--- config.mk ---
export PLATFORM = sky130hd
export DESIGN_NAME = dlpp_top
export DESIGN_NICKNAME = d
export VERILOG_FILES = /design/src/rtl/dlpp_pkg.sv /design/src/rtl/dlpp_delay.sv /design/src/rtl/dlpp_sync.sv /design/src/rtl/dlpp_top.sv
export SDC_FILE = /design/constraint.sdc
export NUM_CORES = 1
export LEC_CHECK = 0
export BUFFER_PORTS_ARGS = -buffer_cell sky130_fd_sc_hd__buf_4
export CAP_MARGIN = 20
export CORE_MARGIN = 8
export CORE_UTILIZATION = 31
export DETAILED_ROUTE_END_ITERATION = 7
export GPL_ROUTABILITY_DRIVEN = 0
export REMOVE_ABC_BUFFERS = 1
export SLEW_MARGIN = 30
export SYNTH_ARGS = -nofsm -noshare
export SYNTH_HDL_FRONTEND = slang
export SYNTH_HIERARCHICAL = 1
export SYNTH_SLANG_ARGS = --single-unit
--- constraint.sdc ---
create_clock -name i_clock -period 3.32 [get_ports i_clock]
set_clock_uncertainty 0.1 [all_clocks]
set_input_delay 0.332 -clock i_clock [delete_from_list [all_inputs] [get_ports i_clock]]
set_output_delay 0.332 -clock i_clock [all_outputs]
set_load 0.02 [all_outputs]
--- src/rtl/dlpp_pkg.sv ---
// Shared constants and types of the delay line programming port
package dlpp_pkg;

    // ************************************************************
    // Code layout
    // ************************************************************
    localparam int         CODE_W   = 8;
    localparam int         CODE_MSB = CODE_W - 1;
    localparam logic [7:0] CODE_RST = 8'h00;
    localparam logic       MODE_PAR = 1'b1;

    // ************************************************************
    // Timing
    // ************************************************************
    localparam int CLK_PERIOD_PS = 100000;
    localparam int SYNC_STAGES   = 2;
    // Step-zero delay and per-step increment, in picoseconds
    localparam int BASE_DELAY_PS = 10000;
    localparam int STEP_DELAY_PS = 150;
    // Settling time after a code change, in microseconds
    localparam int SETTLE_US     = 50;

    // Sub-cycle figures still cost one whole cycle
    function automatic int ceil_cyc(input int time_ps);
        int n;
        n = (time_ps + CLK_PERIOD_PS - 1) / CLK_PERIOD_PS;
        return (n < 1) ? 1 : n;
    endfunction

    localparam int BASE_CYC   = ceil_cyc(BASE_DELAY_PS);
    localparam int STEP_CYC   = ceil_cyc(STEP_DELAY_PS);
    localparam int SETTLE_CYC = ceil_cyc(SETTLE_US * 1000000);
    localparam int SETTLE_W   = $clog2(SETTLE_CYC + 1);

    // ************************************************************
    // Port state
    // ************************************************************
    typedef enum logic [2:0] {
        PORT_IDLE = 3'b001,
        PORT_SER  = 3'b010,
        PORT_PAR  = 3'b100
    } dlpp_port_t;

endpackage

--- src/rtl/dlpp_delay.sv ---
// Tapped flip-flop delay line selected by the delay code
`timescale 1ns/100ps
module dlpp_delay #(
    parameter int CODE_W   = 8,
    parameter int BASE_CYC = 1,
    parameter int STEP_CYC = 1
) (
    input  wire logic              i_clock,
    input  wire logic              i_reset,
    input  wire logic              i_level,
    input  wire logic [CODE_W-1:0] i_code,
    output logic                   o_level
);

    localparam int DEPTH = BASE_CYC + ((1 << CODE_W) - 1) * STEP_CYC;
    localparam int TAP_W = (DEPTH > 1) ? $clog2(DEPTH) : 1;

    logic [DEPTH-1:0] line_q;
    logic [TAP_W-1:0] tap;
    logic             out_q;

    initial begin
        if (CODE_W < 1 || BASE_CYC < 1 || STEP_CYC < 1)
            $error("dlpp_delay: widths and cycle counts must be at least 1");
    end

    // Tap grows linearly with the code, code zero at the step-zero tap
    always_comb begin
        tap = TAP_W'(BASE_CYC - 1 + int'(i_code) * STEP_CYC);
    end

    always_ff @(posedge i_clock) begin
        if (i_reset) begin
            line_q <= '0;
        end else begin
            line_q <= {line_q[DEPTH-2:0], i_level};
        end
    end

    // Level passes unchanged, no inversion
    always_ff @(posedge i_clock) begin
        if (i_reset) begin
            out_q <= 1'b0;
        end else begin
            out_q <= line_q[tap];
        end
    end

    assign o_level = out_q;
endmodule

--- src/rtl/dlpp_sync.sv ---
// Two-stage synchroniser for pin inputs
`timescale 1ns/100ps
module dlpp_sync #(
    parameter int WIDTH = 1
) (
    input  wire logic             i_clock,
    input  wire logic             i_reset,
    input  wire logic [WIDTH-1:0] i_async,
    output logic      [WIDTH-1:0] o_sync
);

    logic [WIDTH-1:0] stage1_q;
    logic [WIDTH-1:0] stage2_q;

    initial begin
        if (WIDTH < 1) $error("dlpp_sync: WIDTH must be at least 1");
    end

    // First stage feeds the second and nothing else
    always_ff @(posedge i_clock) begin
        if (i_reset) begin
            stage1_q <= '0;
            stage2_q <= '0;
        end else begin
            stage1_q <= i_async;
            stage2_q <= stage1_q;
        end
    end

    assign o_sync = stage2_q;

endmodule

--- src/rtl/dlpp_top.sv ---
// Programming port and delay path of the 8-bit programmable delay line
// Behaviour
// - Mode pin high takes the delay code from the parallel program bus.
// - Mode pin low takes the delay code from an 8-bit serial shift.
// - Load gate high passes the bus through; falling gate latches it.
// - Serial data sampled on each rising serial clock edge, MSB first.
// - Gate high for serial load or read; old code stays active meanwhile.
// - Gate falling ends the serial transfer and activates the shifted code.
// - Each new bit pushes the prior contents out the serial output, MSB first.
// - Gate raised with serial clock low presents bit 7 on the serial output.
// - First rising edge of a read rewrites bit 7 and presents bit 6.
// - Code restored unchanged at gate fall keeps delay and starts no settling.
// - 256 equal steps selected by the code; output not inverted.
// - Delay is step-zero delay plus code times step; bus bit 7 is MSB.
// - Serial output shares the terminal of program bus bit 0.
`timescale 1ns/100ps
module dlpp_top #(
    parameter int CODE_W     = dlpp_pkg::CODE_W,
    parameter int BASE_CYC   = dlpp_pkg::BASE_CYC,
    parameter int STEP_CYC   = dlpp_pkg::STEP_CYC,
    parameter int SETTLE_CYC = dlpp_pkg::SETTLE_CYC
) (
    input  wire logic              i_clock,
    input  wire logic              i_reset,
    input  wire logic              i_delay_in,
    input  wire logic              i_mode_sel,
    input  wire logic              i_load_gate,
    input  wire logic              i_serial_clk,
    input  wire logic              i_serial_data,
    input  wire logic [CODE_W-1:0] i_prog_bus,
    output logic                   o_serial_out,
    output logic                   o_serial_oe_n,
    output logic                   o_delay_out,
    output logic [CODE_W-1:0]      o_active_code,
    output logic                   o_settled
);

    // ************************************************************
    // Elaboration checks
    // ************************************************************
    initial begin
        if (CODE_W != dlpp_pkg::CODE_W)
            $error("dlpp_top: serial framing is fixed at the package code width");
        if (SETTLE_CYC < 4 || SETTLE_CYC >= (1 << dlpp_pkg::SETTLE_W))
            $error("dlpp_top: SETTLE_CYC out of range");
    end

    localparam int SETTLE_BND = SETTLE_CYC + 1;
    localparam logic [dlpp_pkg::SETTLE_W-1:0] SETTLE_LOAD = dlpp_pkg::SETTLE_W'(SETTLE_CYC);
    localparam logic [dlpp_pkg::SETTLE_W-1:0] SETTLE_ZERO = '0;
    localparam logic [dlpp_pkg::SETTLE_W-1:0] SETTLE_ONE  = dlpp_pkg::SETTLE_W'(1);

    // ************************************************************
    // Pin synchronisers
    // ************************************************************
    localparam int PIN_W = CODE_W + 5;

    logic [PIN_W-1:0]  pins_s;
    logic              delay_in_s;
    logic              mode_s;
    logic              gate_s;
    logic              sclk_s;
    logic              sdata_s;
    logic [CODE_W-1:0] bus_s;

    // Every pin crosses two flops; the serial clock is just another level
    dlpp_sync #(
        .WIDTH (PIN_W)
    ) u_sync (
        .i_clock (i_clock),
        .i_reset (i_reset),
        .i_async ({i_delay_in, i_mode_sel, i_load_gate, i_serial_clk,
                   i_serial_data, i_prog_bus}),
        .o_sync  (pins_s)
    );

    assign {delay_in_s, mode_s, gate_s, sclk_s, sdata_s, bus_s} = pins_s;

    // ************************************************************
    // Edge detection
    // ************************************************************
    logic sclk_d1_q;
    logic gate_d1_q;
    logic sclk_rise;
    logic gate_fall;

    always_ff @(posedge i_clock) begin
        if (i_reset) begin
            sclk_d1_q <= 1'b0;
            gate_d1_q <= 1'b0;
        end else begin
            sclk_d1_q <= sclk_s;
            gate_d1_q <= gate_s;
        end
    end

    assign sclk_rise = sclk_s & ~sclk_d1_q;
    assign gate_fall = gate_d1_q & ~gate_s;

    // ************************************************************
    // Port state
    // ************************************************************
    dlpp_pkg::dlpp_port_t state_q;
    dlpp_pkg::dlpp_port_t state_d;

    function automatic logic is_serial(input logic mode);
        return mode != dlpp_pkg::MODE_PAR;
    endfunction

    always_comb begin
        state_d = dlpp_pkg::PORT_IDLE;
        if (gate_s && !is_serial(mode_s)) begin
            state_d = dlpp_pkg::PORT_PAR;
        end else if (gate_s && is_serial(mode_s)) begin
            state_d = dlpp_pkg::PORT_SER;
        end
    end

    always_ff @(posedge i_clock) begin
        if (i_reset) begin
            state_q <= dlpp_pkg::PORT_IDLE;
        end else begin
            state_q <= state_d;
        end
    end

    // ************************************************************
    // Serial input register
    // ************************************************************
    logic [CODE_W-1:0] shift_q;
    logic              shift_en;

    // Shifting only while the gate is open in serial mode
    assign shift_en = sclk_rise && gate_s && is_serial(mode_s);

    always_ff @(posedge i_clock) begin
        if (i_reset) begin
            shift_q <= dlpp_pkg::CODE_RST;
        end else if (shift_en) begin
            // New bit enters at the bottom, MSB leaves first
            shift_q <= {shift_q[CODE_W-2:0], sdata_s};
        end
    end

    // ************************************************************
    // Active delay code
    // ************************************************************
    logic [CODE_W-1:0] active_q;
    logic              commit;
    logic              code_change;

    // Commit only on a gate fall seen in serial mode; a mode change
    // mid-transfer drops the shifted value
    assign commit = (state_q == dlpp_pkg::PORT_SER) && gate_fall && is_serial(mode_s);

    assign code_change = ((state_q == dlpp_pkg::PORT_PAR || state_d == dlpp_pkg::PORT_PAR)
                          && gate_s && bus_s != active_q)
                       || (commit && shift_q != active_q);

    always_ff @(posedge i_clock) begin
        if (i_reset) begin
            active_q <= dlpp_pkg::CODE_RST;
        end else if (gate_s && !is_serial(mode_s)) begin
            // Transparent while the gate is high, held when it falls
            active_q <= bus_s;
        end else if (commit) begin
            active_q <= shift_q;
        end
    end

    // ************************************************************
    // Settling tracker
    // ************************************************************
    logic [dlpp_pkg::SETTLE_W-1:0] settle_cnt_q;
    logic                          settled_q;

    // Restored code leaves the counter alone, so no new settling
    always_ff @(posedge i_clock) begin
        if (i_reset) begin
            settle_cnt_q <= SETTLE_ZERO;
        end else if (code_change) begin
            settle_cnt_q <= SETTLE_LOAD;
        end else if (settle_cnt_q != SETTLE_ZERO) begin
            settle_cnt_q <= settle_cnt_q - SETTLE_ONE;
        end
    end

    always_ff @(posedge i_clock) begin
        if (i_reset) begin
            settled_q <= 1'b1;
        end else begin
            settled_q <= !code_change && (settle_cnt_q <= SETTLE_ONE);
        end
    end

    // ************************************************************
    // Shared serial output terminal
    // ************************************************************
    logic sout_q;
    logic sout_oe_n_q;

    always_ff @(posedge i_clock) begin
        if (i_reset) begin
            sout_q <= 1'b0;
        end else begin
            sout_q <= shift_q[dlpp_pkg::CODE_MSB];
        end
    end

    // Bus bit 0 is an input in parallel mode, so drive only in serial
    always_ff @(posedge i_clock) begin
        if (i_reset) begin
            sout_oe_n_q <= 1'b1;
        end else begin
            sout_oe_n_q <= !(gate_s && is_serial(mode_s));
        end
    end

    // ************************************************************
    // Delay path
    // ************************************************************
    dlpp_delay #(
        .CODE_W   (CODE_W),
        .BASE_CYC (BASE_CYC),
        .STEP_CYC (STEP_CYC)
    ) u_delay (
        .i_clock (i_clock),
        .i_reset (i_reset),
        .i_level (delay_in_s),
        .i_code  (active_q),
        .o_level (o_delay_out)
    );

    assign o_serial_out  = sout_q;
    assign o_serial_oe_n = sout_oe_n_q;
    assign o_active_code = active_q;
    assign o_settled     = settled_q;
endmodule

==> qor.yml <==
status:
  status: "complete, no violations"
min_path:
  hp-class: "input port to flip-flop"
  whs_path_depth: 2
  holdCritStartpoint: "i_reset"
global_route:
  grt_pass1_vias: 6955
  grt_pass1_wl_mm: 36.4
  overflow: 0
  track_usage_pct: 10.2
  antenna_found_initial: 0
  grt_max_degree: 98
yosys:
  syn-cell-area_mm2: 0.0114
  yosysTopAreaCellShare_pct: 55.5
  syn_area_per_cell_um2: 11.8
  synth_top_cell_by_area: "dfxtp_1"
  synth_edf_count: 0
  seq_area_frac_synth_pct: 55.5
  yosys_most_used_dff: "dfxtp_1"
  synth_common_cells: "316 x dfxtp_1, 285 x nor2b_1, 49 x mux2i_1, 49 x mux4_2, 41 x clkbuf_1"
  ys_ff_latch: 316
  synth_area_leaders: "dfxtp_1 55%, nor2b_1 16%, mux4_2 9.7%, mux2i_1 4.3%, clkbuf_1 1.3%"
  yosys_warnings: 6
  synthArstFlopShare_pct: 0
  yosysUniqueCellTypes: 63
  synthCells: 965
  yosysMostFrequentCell: "dfxtp_1"
drt:
  firstDrtPassIters: 5
  postRouteAntennaNets: 0
  dr.first_iter.drc_count: 379
  vias: 6733
  wl_per_cell_um: 14.9
  routed_via_density: 4.53
  drc: 0
  drt_wl_total_mm: 22.1
clock_network:
  post_cts_buffers: 0
  path_clk_slew_ns: 0.06
  cts_buffers: 34
  clock_latency_ns: 0.50
  cts_tree: "built"
  cts_sinks: 316
  cts_root_buf: "clkbuf_16"
  cts-htree-levels: 2
  clk_path_buf_depth: 3
critical_path:
  crit_path_max_incr_delay_ns: 0.84
  critPathTopFamily: "flip-flops"
  cp-end-kind: "flip-flop"
  cp_common_cell: "nand4_1"
  crit_chain: "buf_12 -> mux4_2 -> nor2b_1 -> a31oi_1 -> nand4_1 -> nand4_1 -> o22ai_1"
  r2r_start: "o_active_code[0]$_SDFFE_PP0P_"
  cp-startpoint: "o_active_code[0]$_SDFFE_PP0P_"
  crit_fanout: 37
  criticalPathCategory: "flip-flop to flip-flop"
  cp-start-kind: "flip-flop"
  cpMaxStageDelayCell: "dfxtp_4"
  worstRegToRegCells: 7
  cp.required_ns: 3.60
  arrival_ns: 2.87
  cp_num_cells: 7
  cp.buffers_inverters: 1
layout:
  design_area_mm2: 0.0132
  syn2layout_area_growth_pct: 15.9
  fin_cells: 1485
  finalCoreUtilization_pct: 36.3
  diodes: 0
  drive_above_1_share_pct: 15.8
  final_nets: 1009
  n_fill_cell: 3523
floorplan:
  die_area_mm2: 0.0432
  core_mm2: 0.0364
  die_w_um: 208
  rows: 70
  fp.dieH_um: 208
  start_util_pct: 31.3
  ios: 27
power:
  p_comb_share_pct: 5.4
  internal_power_uw: 6220
  pwr-share-clk_pct: 45.6
  peakVddDrop_mv: 0.284
  p_sw_share_pct: 22.0
  power.switching_uw: 1750
  powerDensity_mw_per_mm2: 603
  p_seq_share_pct: 49.1
  p_leak_uw: 0.00491
timing:
  setup_tns_ns: 0
  slew_headroom_pct: 49.7
  finalSetupViolCount: 0
  final_hold_viol_count: 0
  hold_slack_ns: 0.166
  final.min_clock_period_ns: 2.59
  rsz0062_at_grt: "false"
  fmax_mhz: 386
  tightest_slew_ns: 0.755
  maxSlewViolCount: 0
  post-route-period-util_pct: 78.0
place:
  placed_area_mm2: 0.0120
  dpl.hpwl_mm: 13.7
  port_buffers: 26
  dp.cells: 1411
flow_run:
  maxCapViolations: 0
-- power by group through the flow --
stage                     clock network [uW]  registers (uW)  logic [uW]
after floorplan                            0            4000         269
after global placement                     0            4000         416
after detailed placement                   0            4000         420
after CTS                               3760            3910         435
after global routing                    3910            3920         486
final                                   3640            3910         427
-- path summary, 6_finish.rpt --
path,slack (ns),to
worst max-delay path,0.73,u_delay/o_level$_SDFF_PP0_
worst min register to register,0.31,u_sync/o_sync[2]$_SDFF_PP0_
worst min-delay path,0.17,u_delay/line_q[175]$_SDFF_PP0_
worst max register to register,0.73,u_delay/o_level$_SDFF_PP0_
-- cells in the final DEF, fill, tap and decap left out, drive strengths merged, types with 3 or more instances in the layout --
cell | synthesis | routed
nor2 | 30 | 30
nand3 | 7 | 7
o211ai | 3 | 3
a31oi | 3 | 3
mux2i | 49 | 49
dfxtp | 316 | 316
nand4 | 3 | 3
nor4 | 8 | 8
o21ai | 9 | 9
a21oi | 18 | 18
dlygate4sd3 | 0 | 13
clkinv | 0 | 8
nand2 | 17 | 17
o22ai | 8 | 8
mux2 | 6 | 6
buf | 20 | 39
and2 | 4 | 4
inv | 7 | 8
clkbuf | 41 | 50
xor2 | 17 | 17
a211oi | 10 | 10
or3 | 3 | 3
nor2b | 285 | 285
nand2b | 6 | 6
nor3 | 5 | 5
mux4 | 49 | 49
o221ai | 8 | 8
-- kinds of logic after synthesis --
logic type	synth area share (%)
AO/OA/AOI/OAI	4.50
XOR/XNOR	1.38
adder cells (fa/ha/maj)	0.219
buffers and inverters	3.17
flip-flops	55.5
multiplexers	14.6
AND/OR/NAND/NOR	20.7
-- what timing repair did --
item,4_1_cts,5_1_grt
hold buffers,13,0
resized for setup,0,0
endpoints found under the setup margin,0,0
hold endpoints to repair,13,0
-- final cells by class --
type                       instances  area [um2]  area share [%]
multi-input combinational        581        4730            35.7
clock buffer                      50        1000            7.58
clock inverter                    11        93.8           0.710
timing repair buffer              52         455            3.44
tap                              468         586            4.43
sequential                       316        6330            47.9
inverter                           7        26.3           0.199
-- state kept, by name, summed over array words and instances (netlist names) --
name             count
gate_d1_q            1
o_active_code        8
o_serial_oe_n        1
o_serial_out         1
o_settled            1
sclk_d1_q            1
settle_cnt_q         9
shift_q              8
state_q              3
u_delay/line_q     256
u_delay/o_level      1
u_sync/o_sync       13
u_sync/stage1_q     13
-- layer usage --
| layer | GRT usage [%] | part of all wire [%] | vias to the layer above | routed length (um) |
|---|---|---|---|---|
| met5 | 0 | 0 | - | 0 |
| met4 | 3.60 | 2.5 | 0 | 558 |
| li1 | - | - | 3348 | - |
| met1 | 13.0 | 47 | 3223 | 10400 |
| met2 | 16.6 | 46 | 116 | 10100 |
| met3 | 2.48 | 4.5 | 46 | 1000 |
-- worst reg2reg max path: stages, from the launching register on --
cell,delay (ns)
dfxtp_4,0.84
buf_12,0.32
mux4_2,0.52
nor2b_1,0.14
a31oi_1,0.14
nand4_1,0.11
nand4_1,0.19
o22ai_1,0.11
-- per-stage QoR --
step	power (uW)	setup WS, ns
after floorplan	4270	-1.45
after global placement	4410	0.721
after detailed placement	4420	0.693
after global routing	8320	0.430
final	7980	0.731
after CTS	8110	0.678
(Power assumes the default switching activity.)
